$ cat config.mk
export PLATFORM = sky130hd
export DESIGN_NAME = rts_sequencer
export DESIGN_NICKNAME = d
export VERILOG_FILES = /design/src/design/rts_pkg.sv /design/src/design/rts_sequencer.sv
export SDC_FILE = /design/constraint.sdc
export NUM_CORES = 1
export LEC_CHECK = 0
export BUFFER_PORTS_ARGS = -buffer_cell sky130_fd_sc_hd__buf_2
export CORE_UTILIZATION = 40
export CTS_CLUSTER_SIZE = 30
export DETAILED_ROUTE_END_ITERATION = 10
export GPL_TIMING_DRIVEN = 0
export HOLD_SLACK_MARGIN = 0.06
export PLACE_DENSITY_LB_ADDON = 0.2
export SYNTH_ARGS = -nofsm -noshare
export SYNTH_HDL_FRONTEND = slang
export SYNTH_SLANG_ARGS = --single-unit
$ cat constraint.sdc
create_clock -name clk -period 2.66 [get_ports clk]
set_clock_uncertainty 0.1 [all_clocks]
set_input_delay 0.798 -clock clk [delete_from_list [all_inputs] [get_ports clk]]
set_output_delay 0.798 -clock clk [all_outputs]
set_load 0.02 [all_outputs]
$ cat src/design/rts_pkg.sv
/*
  Shared constants and types of the reset time-out sequencer: register indices and
  bit positions, reset values, oscillator mode codes, timing figures and the state
  encoding. Assumes a 40 MHz system clock and a 31 kHz low-frequency reference.
*/
package rts_pkg;

  // System clock rate and the low-frequency internal clock rate, in hertz.
  localparam int unsigned RTS_CLK_HZ = 40000000;
  localparam int unsigned RTS_LF_HZ = 31000;
  // System clock cycles per low-frequency tick.
  localparam int unsigned RTS_LF_DIV = RTS_CLK_HZ / RTS_LF_HZ;
  // Power-up delay in milliseconds and the matching count of low-frequency ticks.
  localparam int unsigned RTS_POWER_UP_DELAY_TIMER_MS = 64;
  localparam int unsigned RTS_POWER_UP_DELAY_TIMER_TICKS = (RTS_POWER_UP_DELAY_TIMER_MS * RTS_LF_HZ) / 1000;
  // Oscillator start-up wait in oscillator periods.
  localparam int unsigned RTS_OST_PERIODS = 1024;
  // System clock period in nanoseconds.
  localparam int unsigned RTS_CLK_NS = 25;

  // Register indices; the byte address on the bus is four times the index.
  localparam logic [9:0] RTS_IDX_POWER_CONTROL = 10'h08E;
  localparam logic [9:0] RTS_IDX_CORE_STATUS = 10'h003;

  // Field positions in the power control register.
  localparam int unsigned RTS_PC_BROWNOUT_BIT = 0;
  localparam int unsigned RTS_PC_POWERON_BIT = 1;
  localparam int unsigned RTS_PC_SW_BOR_EN_BIT = 4;
  localparam int unsigned RTS_PC_ULP_WAKE_BIT = 5;
  // Field positions in the core status register.
  localparam int unsigned RTS_ST_POWERDOWN_BIT = 3;
  localparam int unsigned RTS_ST_WDT_EXPIRED_BIT = 4;

  // Values after the bus reset, which is treated as a power-up.
  localparam logic RTS_RST_BROWNOUT_FLAG = 1'b1;
  localparam logic RTS_RST_POWERON_FLAG = 1'b0;
  localparam logic RTS_RST_SW_BOR_EN = 1'b1;
  localparam logic RTS_RST_ULP_WAKE = 1'b0;
  localparam logic RTS_RST_WDT_EXPIRED = 1'b1;
  localparam logic RTS_RST_POWERDOWN = 1'b1;

  // Oscillator mode codes of the three-bit configuration field.
  localparam logic [2:0] RTS_OSC_LP = 3'h0;
  localparam logic [2:0] RTS_OSC_XT = 3'h1;
  localparam logic [2:0] RTS_OSC_HS = 3'h2;
  localparam logic [2:0] RTS_OSC_EC = 3'h3;

  // Brown-out mode codes.
  localparam logic [1:0] RTS_BOR_OFF = 2'h0;
  localparam logic [1:0] RTS_BOR_SOFTWARE = 2'h1;
  localparam logic [1:0] RTS_BOR_AWAKE_ONLY = 2'h2;
  localparam logic [1:0] RTS_BOR_ALWAYS = 2'h3;

  // Static configuration bits, held steady by the fuse logic.
  typedef struct packed {
    logic [2:0] oscMode;                 // Oscillator mode code.
    logic powerUpDelayDisableCfg;        // One disables the power-up delay.
    logic [1:0] brownoutModeSelect;      // Brown-out mode code.
    logic twoSpeedStartup;               // Two-speed start-up enabled.
    logic failSafeMonitor;               // Fail-safe clock monitor enabled.
    logic timer1OscillatorInput;         // Low-power pins serve the timer1 oscillator.
  } rts_cfg_t;

  // Sequencer states, one-hot.
  typedef enum logic [3:0] {
    RTS_HOLD = 4'b0001,
    RTS_POWER_UP_DELAY_TIMER = 4'b0010,
    RTS_OST = 4'b0100,
    RTS_RUN = 4'b1000
  } rts_state_t;

endpackage : rts_pkg

$ cat src/design/rts_sequencer.sv
/*
  Reset time-out sequencer: power-up delay timer, oscillator start-up counter,
  brown-out policy, reset-cause flags and an APB slave for the two flag registers.
  Assumes detector outputs, the master-clear pin and the oscillator pin come from
  outside the clock domain, and that core and watchdog strobes share clk.
*/
// Function
// - Power-up delay only after power-on or brown-out
// - Delay counts low-frequency clock ticks
// - Chip reset held while delay runs
// - Configuration bit one disables the delay
// - Mode 01 lets software enable brown-out
// - Awake-only mode ignores software, off asleep
// - Mode 00 disables detection, flag undefined
// - Reset after low supply exceeds minimum time
// - Hold until supply good, then delay
// - Brown-out during delay restarts the delay
// - Start-up counter runs after the delay
// - External clock without delay: immediate release
// - Time-outs ignore master clear; release immediate
// - Fast start lets code run during counting
// - Crystal modes wait 1024 oscillator periods; here LP with timer1 pins skips the wait
// - Other modes: delay only, none on wake
// - Reset-cause flags in power control register
// - Brown-out flag cleared by brown-out reset
// - Power-on flag cleared by power-on reset
// - Watchdog and power-down flags per reset cause
`timescale 1ns/1ps
module rts_sequencer
  import rts_pkg::*;
#(
  parameter int unsigned LfDiv = RTS_LF_DIV,             // Cycles per low-frequency tick.
  parameter int unsigned PwrtTicks = RTS_POWER_UP_DELAY_TIMER_TICKS,     // Ticks of the power-up delay.
  parameter int unsigned OstPeriods = RTS_OST_PERIODS,   // Oscillator periods to wait.
  parameter int unsigned BrownoutMinDurationNs = 100000  // Least low time for a trip.
) (
  input wire logic clk,
  input wire logic rst,
  input wire logic psel,
  input wire logic penable,
  input wire logic pwrite,
  input wire logic [11:0] paddr,
  input wire logic [31:0] pwdata,
  output logic [31:0] prdata,
  output logic pready,
  output logic pslverr,
  input wire rts_cfg_t cfg,
  input wire logic powerOnDetect,
  input wire logic supplyBelowThreshold,
  input wire logic masterClearPin_n,
  input wire logic oscillatorPin,
  input wire logic watchdogTimeout,
  input wire logic sleepActive,
  input wire logic wakeEvent,
  input wire logic clearWatchdogStrobe,
  input wire logic sleepStrobe,
  output logic chipReset,
  output logic startupBusy,
  output logic softwareBrownoutEnable,
  output logic ultraLowPowerWakeEnable
);

  // Least low-supply time in cycles, rounded up.
  localparam int unsigned BorMinCycles =
    (BrownoutMinDurationNs + RTS_CLK_NS - 1) / RTS_CLK_NS;

  // Two-stage synchronisers for the asynchronous inputs.
  logic [3:0] syncA_q;         // First stage, read only by the second.
  logic [3:0] syncB_q;         // Second stage, safe to use.
  logic oscPrev_q;             // Previous synced oscillator level for edge detection.
  logic porLevel;              // Power-on detector active.
  logic supplyLow;             // Supply below the brown-out threshold.
  logic mclrLow;               // Master-clear pin held low.
  logic oscLevel;              // Synced oscillator level.

  // Sequencer state and counters.
  rts_state_t state_q;
  logic startedByPorBor_q;     // Current sequence came from power-on or brown-out.
  logic fromWake_q;            // Oscillator wait was entered from sleep wake-up.
  logic [15:0] lfDivCnt_q;     // Divider towards the low-frequency tick.
  logic lfTick;                // One-cycle tick of the low-frequency clock.
  logic [15:0] pwrtCnt_q;      // Power-up delay tick counter.
  logic [15:0] ostCnt_q;       // Oscillator edge counter.
  logic [19:0] borLowCnt_q;    // Cycles the supply has stayed low.
  logic borTrip_q;             // Brown-out reset condition, registered.
  logic borTripPrev_q;         // Previous trip level for event detection.
  logic mclrPrev_q;            // Previous pin level for event detection.
  logic porPrev_q;             // Previous detector level for event detection.

  // Flag registers.
  logic brownoutFlag_q;
  logic powerOnFlag_q;
  logic swBorEnable_q;
  logic ulpWake_q;
  logic wdtExpired_q;
  logic powerdown_q;
  logic [31:0] prdata_q;
  logic pslverr_q;
  logic chipReset_q;
  logic startupBusy_q;

  // Decoded helpers.
  logic borEnabled;
  logic needOst;
  logic pwrtEnabled;
  logic fastStart;
  logic oscEdge;
  logic porEvent;
  logic borEvent;
  logic mclrEvent;
  logic wdtResetEvent;
  logic wdtWakeEvent;
  logic wakeUp;
  logic setupPhase;
  logic accessWrite;
  logic hitPower;
  logic hitStatus;

  // Synchronise the pin-level inputs; nothing else looks at the first stage.
  always_ff @(posedge clk) begin
    if (rst) begin
      syncA_q <= 4'h0;
      syncB_q <= 4'h0;
      oscPrev_q <= 1'b0;
    end else begin
      syncA_q <= {oscillatorPin, ~masterClearPin_n, supplyBelowThreshold, powerOnDetect};
      syncB_q <= syncA_q;
      oscPrev_q <= syncB_q[3];
    end
  end

  assign porLevel = syncB_q[0];
  assign supplyLow = syncB_q[1];
  assign mclrLow = syncB_q[2];
  assign oscLevel = syncB_q[3];
  assign oscEdge = oscLevel & ~oscPrev_q;

  // Brown-out enable per mode; off mode never trips, so the flag stays as left.
  always_comb begin
    case (cfg.brownoutModeSelect)
      RTS_BOR_OFF: borEnabled = 1'b0;
      RTS_BOR_SOFTWARE: borEnabled = swBorEnable_q;
      RTS_BOR_AWAKE_ONLY: borEnabled = ~sleepActive;
      default: borEnabled = 1'b1;
    endcase
  end

  // Crystal modes need the start-up count, except low-power with timer1 pins.
  assign needOst = ((cfg.oscMode == RTS_OSC_XT) || (cfg.oscMode == RTS_OSC_HS) ||
                    ((cfg.oscMode == RTS_OSC_LP) && !cfg.timer1OscillatorInput));
  assign pwrtEnabled = ~cfg.powerUpDelayDisableCfg;
  assign fastStart = cfg.twoSpeedStartup | cfg.failSafeMonitor;

  // Low-supply persistence filter: short dips are ignored.
  always_ff @(posedge clk) begin
    if (rst) begin
      borLowCnt_q <= 20'h00000;
      borTrip_q <= 1'b0;
    end else if (supplyLow && borEnabled) begin
      if (borLowCnt_q < BorMinCycles[19:0]) begin
        borLowCnt_q <= borLowCnt_q + 20'h00001;
      end else begin
        borTrip_q <= 1'b1;
      end
    end else begin
      borLowCnt_q <= 20'h00000;
      borTrip_q <= 1'b0;
    end
  end

  // Event edges from the level conditions.
  always_ff @(posedge clk) begin
    if (rst) begin
      borTripPrev_q <= 1'b0;
      mclrPrev_q <= 1'b0;
      porPrev_q <= 1'b0;
    end else begin
      borTripPrev_q <= borTrip_q;
      mclrPrev_q <= mclrLow;
      porPrev_q <= porLevel;
    end
  end

  assign porEvent = porLevel & ~porPrev_q;
  assign borEvent = borTrip_q & ~borTripPrev_q & ~porLevel;
  assign mclrEvent = mclrLow & ~mclrPrev_q;
  assign wdtResetEvent = watchdogTimeout & ~sleepActive;
  assign wdtWakeEvent = watchdogTimeout & sleepActive;
  assign wakeUp = sleepActive & (wakeEvent | watchdogTimeout);

  // Low-frequency tick divider; it runs free so the tick rate never depends on state.
  always_ff @(posedge clk) begin
    if (rst || lfDivCnt_q == 16'(LfDiv - 1)) begin
      lfDivCnt_q <= 16'h0000;
    end else begin
      lfDivCnt_q <= lfDivCnt_q + 16'h0001;
    end
  end

  assign lfTick = (lfDivCnt_q == 16'(LfDiv - 1));

  // Sequencer: hold, power-up delay, oscillator wait, run.
  always_ff @(posedge clk) begin
    if (rst) begin
      state_q <= RTS_HOLD;
      startedByPorBor_q <= 1'b1;
      fromWake_q <= 1'b0;
      pwrtCnt_q <= 16'h0000;
      ostCnt_q <= 16'h0000;
    end else if (porLevel || borTrip_q) begin
      // Any new power-on or brown-out condition reinitialises the timers.
      state_q <= RTS_HOLD;
      startedByPorBor_q <= 1'b1;
      fromWake_q <= 1'b0;
      pwrtCnt_q <= 16'h0000;
      ostCnt_q <= 16'h0000;
    end else begin
      case (state_q)
        RTS_HOLD: begin
          // Leave once the supply is good, when brown-out is enabled.
          if (!(supplyLow && borEnabled)) begin
            pwrtCnt_q <= 16'h0000;
            ostCnt_q <= 16'h0000;
            if (startedByPorBor_q && pwrtEnabled) begin
              state_q <= RTS_POWER_UP_DELAY_TIMER;
            end else if (startedByPorBor_q && needOst) begin
              state_q <= RTS_OST;
            end else begin
              state_q <= RTS_RUN;
            end
          end
        end
        RTS_POWER_UP_DELAY_TIMER: begin
          if (lfTick) begin
            if (pwrtCnt_q == 16'(PwrtTicks - 1)) begin
              state_q <= needOst ? RTS_OST : RTS_RUN;
            end else begin
              pwrtCnt_q <= pwrtCnt_q + 16'h0001;
            end
          end
        end
        RTS_OST: begin
          if (oscEdge) begin
            if (ostCnt_q == 16'(OstPeriods - 1)) begin
              state_q <= RTS_RUN;
              fromWake_q <= 1'b0;
            end else begin
              ostCnt_q <= ostCnt_q + 16'h0001;
            end
          end
        end
        RTS_RUN: begin
          if (wdtResetEvent) begin
            // A watchdog reset takes no time-out of its own.
            state_q <= RTS_HOLD;
            startedByPorBor_q <= 1'b0;
          end else if (wakeUp && needOst) begin
            state_q <= RTS_OST;
            fromWake_q <= 1'b1;
            ostCnt_q <= 16'h0000;
          end
        end
        default: begin
          state_q <= RTS_HOLD;
        end
      endcase
    end
  end

  // Chip reset and start-up busy, registered. The pin only gates the final reset,
  // so the time-outs run on underneath a held pin and release is immediate.
  always_ff @(posedge clk) begin
    if (rst) begin
      chipReset_q <= 1'b1;
      startupBusy_q <= 1'b1;
    end else begin
      chipReset_q <= (state_q == RTS_HOLD) || (state_q == RTS_POWER_UP_DELAY_TIMER) || mclrLow ||
                     ((state_q == RTS_OST) && !fromWake_q && !fastStart);
      startupBusy_q <= (state_q != RTS_RUN);
    end
  end

  // APB phase decode.
  assign setupPhase = psel & ~penable;
  assign accessWrite = psel & penable & pwrite;
  assign hitPower = (paddr == {RTS_IDX_POWER_CONTROL, 2'b00});
  assign hitStatus = (paddr == {RTS_IDX_CORE_STATUS, 2'b00});

  // Power control flags; hardware reset causes win over a write in the same cycle.
  always_ff @(posedge clk) begin
    if (rst) begin
      brownoutFlag_q <= RTS_RST_BROWNOUT_FLAG;
      powerOnFlag_q <= RTS_RST_POWERON_FLAG;
      swBorEnable_q <= RTS_RST_SW_BOR_EN;
      ulpWake_q <= RTS_RST_ULP_WAKE;
    end else begin
      if (accessWrite && hitPower) begin
        brownoutFlag_q <= pwdata[RTS_PC_BROWNOUT_BIT];
        powerOnFlag_q <= pwdata[RTS_PC_POWERON_BIT];
        swBorEnable_q <= pwdata[RTS_PC_SW_BOR_EN_BIT];
        ulpWake_q <= pwdata[RTS_PC_ULP_WAKE_BIT];
      end
      if (porEvent) begin
        powerOnFlag_q <= 1'b0;
      end
      if (borEvent) begin
        brownoutFlag_q <= 1'b0;
      end
      if (porEvent || borEvent) begin
        swBorEnable_q <= 1'b1;
        ulpWake_q <= 1'b0;
      end else if (wdtResetEvent || mclrEvent) begin
        ulpWake_q <= 1'b0;
      end
    end
  end

  // Watchdog-expired and power-down flags; core strobes first, reset causes override.
  always_ff @(posedge clk) begin
    if (rst) begin
      wdtExpired_q <= RTS_RST_WDT_EXPIRED;
      powerdown_q <= RTS_RST_POWERDOWN;
    end else begin
      if (clearWatchdogStrobe) begin
        wdtExpired_q <= 1'b1;
        powerdown_q <= 1'b1;
      end else if (sleepStrobe) begin
        wdtExpired_q <= 1'b1;
        powerdown_q <= 1'b0;
      end
      if (porEvent || borEvent) begin
        wdtExpired_q <= 1'b1;
        powerdown_q <= 1'b1;
      end else if (wdtWakeEvent) begin
        wdtExpired_q <= 1'b0;
        powerdown_q <= 1'b0;
      end else if (wdtResetEvent) begin
        wdtExpired_q <= 1'b0;
      end else if (mclrEvent && sleepActive) begin
        wdtExpired_q <= 1'b1;
        powerdown_q <= 1'b0;
      end
    end
  end

  // Read data and error latch in the setup cycle for a zero-wait access.
  always_ff @(posedge clk) begin
    if (rst) begin
      prdata_q <= 32'h00000000;
      pslverr_q <= 1'b0;
    end else if (setupPhase) begin
      prdata_q <= 32'h00000000;
      pslverr_q <= 1'b0;
      if (hitPower) begin
        prdata_q[RTS_PC_BROWNOUT_BIT] <= brownoutFlag_q;
        prdata_q[RTS_PC_POWERON_BIT] <= powerOnFlag_q;
        prdata_q[RTS_PC_SW_BOR_EN_BIT] <= swBorEnable_q;
        prdata_q[RTS_PC_ULP_WAKE_BIT] <= ulpWake_q;
      end else if (hitStatus) begin
        prdata_q[RTS_ST_POWERDOWN_BIT] <= powerdown_q;
        prdata_q[RTS_ST_WDT_EXPIRED_BIT] <= wdtExpired_q;
        // Status is read-only here; a write is refused.
        pslverr_q <= pwrite;
      end else begin
        pslverr_q <= 1'b1;
      end
    end
  end

  // Outputs.
  assign prdata = prdata_q;
  assign pready = psel & penable;
  assign pslverr = psel & penable & pslverr_q;
  assign chipReset = chipReset_q;
  assign startupBusy = startupBusy_q;
  assign softwareBrownoutEnable = swBorEnable_q;
  assign ultraLowPowerWakeEnable = ulpWake_q;

endmodule : rts_sequencer

==> run summary, run 1 <==
The initial core utilization is 0.410. The worst pin sits at a relative slew slack of 0.531. TritonCTS built the clock tree. The overall routed net length is 10.5 mm. The xor and xnor fraction of the mapped netlist area came out at 0.0372. The clock-pin slew on the worst setup and hold paths is 0.07 ns. By instance count, the leading cell after synthesis is sky130_fd_sc_hd__dfxtp_1. The share of post-route cells with drive strength above 1 came out at 0.184. The largest net degree at the start of global routing is 19. The worst hold slack after final layout came out at 0.335 ns. At the end of the flow, the number of nets in the layout was 725. The via count of the first global-routing pass is 3862. The required arrival time at the worst endpoint came out at 2.84 ns. The count of port buffers added during placement is 48. The floorplan has 40 rows. In this run the worst path has a maximum fanout of 10. The worst-skew pair later-pin latency is 0.35 ns. The final-report setup violation count is 0. The level count of the clock H-tree came out at 3. The standby leakage power is between 0.002 and 0.0025 uW.

STA classifies the critical path endpoint as a register. The area after detailed placement came out at about 5500 um2. The average routed wire per standard cell came out at approximately 13 um. The path class of the tightest hold or removal check is reg2reg. Including well taps, the total number of placed cells is 810. The number of buffers added for setup after CTS came out at 0. Of the total power, the clock network draws 0.371. After the first detailed-routing iteration, the DRC count stood at 245. The area share of the leading cell type in the synthesized netlist came out at 0.408. Data arrives at the worst endpoint at 2.65 ns. The worst setup path is launched from an input pin. The flow ran to the end, and the final reports show no timing, DRC or antenna violations. The sum of net half-perimeters after detailed placement is 7.63 mm. The proportion of synthesized chip area in sequential cells came out at 0.408. The net switching power is approximately 970 uW. The distinct cell type count of the synthesized netlist came out at between 60 and 70. The root buffer selected by CTS is sky130_fd_sc_hd__clkbuf_16. The least setup slack across all paths after layout is 0.192 ns. The total routing usage reported by global routing is 0.174. The final weighted congestion in routability-driven placement came out at 0.828. The wire length of the first global-routing pass came out at between 15 and 20 mm. During synthesis, Yosys emitted a total of 0 warnings. The area of the die is around 13000 um2. The final count of hold timing violations came out at 0. The number of synthesized flops with an enable pin came out at 0.

The final instance area came out at 5820 um2. Among all flip-flop cells after synthesis, the most frequent one is sky130_fd_sc_hd__dfxtp_1. TritonCTS created 9 clock buffers.

Ranked by instance count, the synthesized netlist is headed by sky130_fd_sc_hd__dfxtp_1 (101), sky130_fd_sc_hd__nand2_1 (48), sky130_fd_sc_hd__a21oi_1 (43). The terminus of the critical flop-to-flop path is pwrtCnt_q[11]$_SDFFE_PP0P_. Counting every instance in the synthesized netlist gives 568. The internal power consumption is around 2400 uW.

Ranked by total cell area, the synthesized netlist is headed by sky130_fd_sc_hd__dfxtp_1 (41%), sky130_fd_sc_hd__a21oi_1 (4.3%), sky130_fd_sc_hd__buf_4 (4.2%). The portion of netlist area occupied by mux cells came out at 0.0404. The number of ports placed on the die boundary came out at 105. The worst hold path terminates at syncB_q[0]$_SDFF_PP0_. The initial antenna violation count came to 0.

The worst setup path is of the in2reg kind. The post-synthesis adder-cell area fraction is 0.0126. The portion of the clock cycle consumed by the worst path in the final layout is 0.928. Across the run, the number of max-cap violations was 0. Timing analysis after detailed placement gives a worst setup slack of -0.354 ns.

The worst IR drop on VDD came out at 0.000397 V. The width of the die is between 100 and 150 um. The total grt overflow is 0. The post-synthesis instance area is around 4900 um2. The core outline area is 12100 um2.

The via count came out at 4194. The relative area change from synthesis to final layout is 17.7%. For the pin with the worst max-slew slack, the measured transition is 0.701 ns. The count of nets left with antenna violations after detail routing came out at 0. Of the total power, the share spent switching nets is 0.291. Setup repair after global routing left no endpoint under its margin. The combinational fraction of design power is 0.158. The number of instances on the worst hold path came out at 1.

The average vias per placed instance is 5.08. The number of antenna repair diodes is 0. The final period demand of the worst path is 2.47 ns. Of the total synthesized cell area, the portion taken by AND, OR, NAND and NOR gates is 0.288. The fraction of power consumed by sequential logic is 0.471. By area, the combinational part of the netlist is dominated by simple AND/OR/NAND/NOR gates. The worst register-to-register path begins at state_q[1]$_SDFFE_PP0P_. The maximum number of buffers from clock root to sink came out at 2. For this design the ratio of total power to cell area is 574 nW/um2. The length of the first detailed-routing pass in iterations came out at 4. The biggest area contributor in the post-synthesis netlist is sky130_fd_sc_hd__dfxtp_1. The critical hold path startpoint is syncA_q[0]$_SDFF_PP0_.

The highest clock rate is 405 MHz. The average footprint of a synthesized cell is ~8.7 um2. The summed negative setup slack over all endpoints came out at 0 ns. The finished layout holds roughly 830 standard cells, fillers aside. The number of cells traversed by the worst register-to-register path came out at 6. In the synthesized netlist the async set-or-reset flop fraction comes to 0.

The setup check on the worst reg-to-reg path leaves a slack of 0.31 ns. The final-layout fill cell count is 1185. The number of pins with negative max-slew slack in the final report came out at 0.

The synthesized design contains 101 register bits. The number of clock sinks seen by CTS came out at 101. The complex-gate fraction of the synthesized area came to 0.134. The die height is 113 um. For this run, design rule violations remaining after detail routing come to 0.
## cells by family (layout without fill, tap and decap cells)
kind of cell    after synthesis  count (layout)
xor+xnor                     21              21
compound gates              103             103
mux                          20              20
other cells                   1              27
fa+ha+maj                     5               5
simple gates                250             250
flops                       101             101
buf+inv                      67             131
## power groups by stage
stage / logic, uW / clock network, uW / registers, uW
finish: 529 / 1240 / 1570
global route: 589 / 1350 / 1580
CTS: 523 / 1280 / 1570
detailed placement: 521 / 0 / 1610
global placement: 514 / 0 / 1610
floorplan: 374 / 0 / 1610
## worst max-delay path, cell delays in order
cell and delay (ns):
sky130_fd_sc_hd__buf_2 0.10, sky130_fd_sc_hd__nand2b_1 0.15, sky130_fd_sc_hd__a31oi_2 0.44, sky130_fd_sc_hd__o221ai_2 0.25, sky130_fd_sc_hd__clkbuf_2 0.24, sky130_fd_sc_hd__or4_1 0.52
sky130_fd_sc_hd__a21oi_1 0.15
## cells in the final DEF (no fill, tap or decap), drive strengths merged, types with 19 or more instances in the layout
cell	netlist	routed
nand2	48	48
conb	1	27
dfxtp	101	101
a21oi	43	43
or4	19	19
clkbuf	11	20
mux2i	20	20
buf	41	89
nor2	38	38
nand3	22	22
## worst max path at each step
stage | startpoint | slack (ns) | cells after the start | end
floorplan | paddr[6] | 0.20 | 6 | ultraLowPowerWakeEnable$_SDFFE_PP0P_
CTS | cfg[3] | 0.007 | 7 | ostCnt_q[15]$_SDFFE_PP0P_
global placement | cfg[3] | -0.40 | 7 | ostCnt_q[7]$_SDFFE_PP0P_
global route | rst | 0.01 | 8 | pwrtCnt_q[8]$_SDFFE_PP0P_
detailed placement | cfg[3] | -0.35 | 7 | ostCnt_q[15]$_SDFFE_PP0P_
finish | cfg[3] | 0.19 | 7 | ostCnt_q[14]$_SDFFE_PP0P_
## stage by stage
stage,utilization,power [uW]
global route,0.483,3510
finish,0.483,3340
detailed placement,0.456,2130
CTS,0.479,3380
global placement,0.456,2120
floorplan,-,1980
## registers in the layout, indices dropped and copies added (netlist names), 4 cells and up
| register | flops |
|---|---|
| borLowCnt_q | 20 |
| lfDivCnt_q | 16 |
| ostCnt_q | 16 |
| pwrtCnt_q | 16 |
| prdata | 5 |
| state_q | 4 |
| syncA_q | 4 |
| syncB_q | 4 |
## repair_timing
item,in CTS,in global routing
gates resized for setup,0,9
endpoints found under the hold margin,0,0
hold buffers,0,0
endpoints found under the setup margin,0,22
## layout make-up
| class | count | area (um2) | share of cell area |
|---|---|---|---|
| clock inverter | 7 | 58.8 | 0.0101 |
| sequential | 101 | 2020 | 0.347 |
| inverter | 15 | 56.3 | 0.00967 |
| tap | 168 | 210 | 0.0361 |
| multi-input combinational | 426 | 2680 | 0.460 |
| clock buffer | 9 | 225 | 0.0387 |
| timing repair buffer | 48 | 240 | 0.0412 |
| buffer | 52 | 332 | 0.0569 |
## routing by layer
| metal | global-route usage | routed length (um) | vias up |
|---|---|---|---|
| met5 | 0 | 0 | - |
| met2 | 0.288 | 5030 | 49 |
| met3 | 0.0380 | 236 | 11 |
| li1 | - | - | 2169 |
| met1 | 0.223 | 5050 | 1965 |
| met4 | 0.0596 | 142 | 0 |
Power figures use the tool's default switching activity.
==> run 2: changes to the inputs <==
CORE_MARGIN = 5   (was default)
GPL_TIMING_DRIVEN = default   (was 0)
==> run summary, run 2 (synthesized netlist as in run 1, its figures left out) <==
At the end of routability-driven placement, the weighted congestion stood at around 0.84. The peak per-stage delay on the critical path came out at 0.92 ns. The total routing usage reported by global routing came out at 0.141. After layout, the design draws a total of around 3400 uW. The portion of the clock cycle consumed by the worst path in the final layout came out at 0.901. The max-slew headroom at the worst pin is 0.204.

The total clock buffers created by CTS came out at 9. The final-report setup violation count came out at 0. The terminus of the critical flop-to-flop path is state_q[1]$_SDFFE_PP0P_.

The clock-pin slew on the worst setup and hold paths is 0.07 ns. Before antenna repair, the detailed router went through 4 iterations. Clock latency on the worst-skew pair, taken at its later pin, is 0.35 ns. The number of pins with negative max-slew slack in the final report is 0. Power spread over the standard cell area amounts to around 600 nW/um2. The number of placement rows is 40. The flow ran to the end, and the final reports show no timing, DRC or antenna violations. For this block, the initial DRC count from the detailed router was 211. The relative area change from synthesis to final layout is 13.3%. The register with the most flip-flops in the layout has 20 of them. The worst flop-to-flop path startpoint is pwrtCnt_q[12]$_SDFFE_PP0P_. The overall routed net length is 10.1 mm.

Summing over every cut layer, the via total after detailed routing is 4086. The count of port buffers added during placement is 49. The arrival time of data at the critical path endpoint came out at 2.58 ns. The worst IR drop on VDD is around 0.00044 V. The final count of hold timing violations is 0. The signal on the critical path passes through buf_2 > nand2b_1 > a31oi_1 > buf_4 > a21oi_2 > o2111ai_1 > nand2_1. The initial core utilization came out at 0.410.

The share of post-route cells with drive strength above 1 came out at 0.147. The TritonCTS clock tree is built. The number of gates resized after CTS came out at 0.

The final layout net count came out at 691. The number of clock sinks seen by CTS came out at 101. The number of buffers added for setup after CTS came out at 0. In this run the worst path has a maximum fanout of 30.

0 antenna diodes ended up in the layout. The floorplan step set the die width to between 100 and 150 um. The via count of the first global-routing pass is 3818. STA classifies the critical path endpoint as a register. Before CTS, the worst setup slack after placement is -0.118 ns. The path class of the tightest hold or removal check is reg2reg. For this run, design rule violations remaining after detail routing come to 0. The highest clock rate came out at 417 MHz. The die height is 121 um. The number of hold buffers added after CTS was 0. For this design the static power due to leakage is 0.00199 uW. In the layout the commonest cells are sky130_fd_sc_hd__dfxtp_1 (101), sky130_fd_sc_hd__buf_2 (49), sky130_fd_sc_hd__nand2_1 (48).

The most common cell after layout, fill and taps aside is sky130_fd_sc_hd__dfxtp_1. The initial antenna violation count was 0. The average routed wire per standard cell is about 13 um. Setup slack on the critical path of the routed design comes to 0.264 ns. The worst setup path is launched from an input pin.

The slew at the pin with the worst max-slew slack is 1.19 ns. The end point of the critical path is pwrtCnt_q[0]$_SDFFE_PP0P_. The final-layout fill cell count is 1191. The number of ports placed on the die boundary came out at 105. The root buffer selected by CTS is sky130_fd_sc_hd__clkbuf_16. The number of instances on the worst hold path is 1. The largest net degree at the start of global routing came out at 34. The maximum number of buffers from clock root to sink is 2. The core outline area is 12100 um2. In this run the worst setup path begins at sleepActive.

Setup repair after global routing left no endpoint under its margin. The level count of the clock H-tree came out at 3. Across all register-to-register paths, the minimum setup slack is 0.36 ns.

The area of the die is between 10000 and 15000 um2. The count of nets left with antenna violations after detail routing came out at 0. The final period demand of the worst path is 2.40 ns. The register with the most flip-flops in the final layout is borLowCnt_q. Summed over all layers, the global routing overflow is 0. The wire length of the first global-routing pass is about 17 mm. The number of max-cap violations is 0. The average vias per placed instance came out at 5.16. The slowest stage of the critical path is the sky130_fd_sc_hd__a21oi_2 cell. Detailed placement ended at an HPWL of 7.37 mm. The required arrival time at the worst endpoint is 2.85 ns.

The number of cells on the worst reg-to-reg path is 5. The critical path class is in2reg.
-- run 2: layout make-up --
class | count | area (um2) | share of cell area
Inverter | 15 | 56.3 | 0.0100
Sequential cell | 101 | 2020 | 0.361
Clock buffer | 9 | 225 | 0.0402
Clock inverter | 7 | 65.1 | 0.0116
Timing Repair Buffer | 66 | 385 | 0.0687
Multi-Input combinational cell | 426 | 2640 | 0.471
Tap cell | 168 | 210 | 0.0375
-- run 2: stage by stage --
step	utilization	cells	hold slack (ns)	cell area (um2)	TNS, ns
CTS	0.465	792	0.349	5610	0
global placement	0.441	776	0.317	5320	-0.195
global route	0.465	792	0.377	5610	0
finish	0.465	792	0.344	5610	0
floorplan	-	594	0.314	5050	0
detailed placement	0.441	776	0.330	5320	-1.62
-- run 2: where the power goes --
group	leakage [uW]	total (uW)	switching [uW]	internal (uW)
Sequential	0.000818	1590	41.2	1550
Clock	0.000141	1280	617	660
Combinational	0.00103	489	314	175
Total	0.00199	3350	972	2380
-- run 2: critical path, delay by kind of cell --
kind	cells	cell delay [ns]
and+or+nand+nor	2	0.19
AOI/OAI and AO/OA	3	1.29
buffers and inverters	2	0.30
-- run 2: worst min path at each step --
stage	start	endpoint	slack (ns)
finish	syncA_q[3]$_SDFF_PP0_	syncB_q[3]$_SDFF_PP0_	0.34
global route	syncA_q[3]$_SDFF_PP0_	syncB_q[3]$_SDFF_PP0_	0.38
detailed placement	syncA_q[3]$_SDFF_PP0_	syncB_q[3]$_SDFF_PP0_	0.33
global placement	syncA_q[0]$_SDFF_PP0_	syncB_q[0]$_SDFF_PP0_	0.32
floorplan	syncA_q[0]$_SDFF_PP0_	syncB_q[0]$_SDFF_PP0_	0.31
CTS	syncA_q[3]$_SDFF_PP0_	syncB_q[3]$_SDFF_PP0_	0.35
-- run 2: metal layers --
metal / share of wire / GRT usage / vias to the layer above
met4: 0.016 / 0.0497 / 0
met3: 0.033 / 0.0326 / 12
met2: 0.49 / 0.240 / 52
met1: 0.46 / 0.175 / 1914
met5: 0 / 0 / -
li1: - / - / 2108
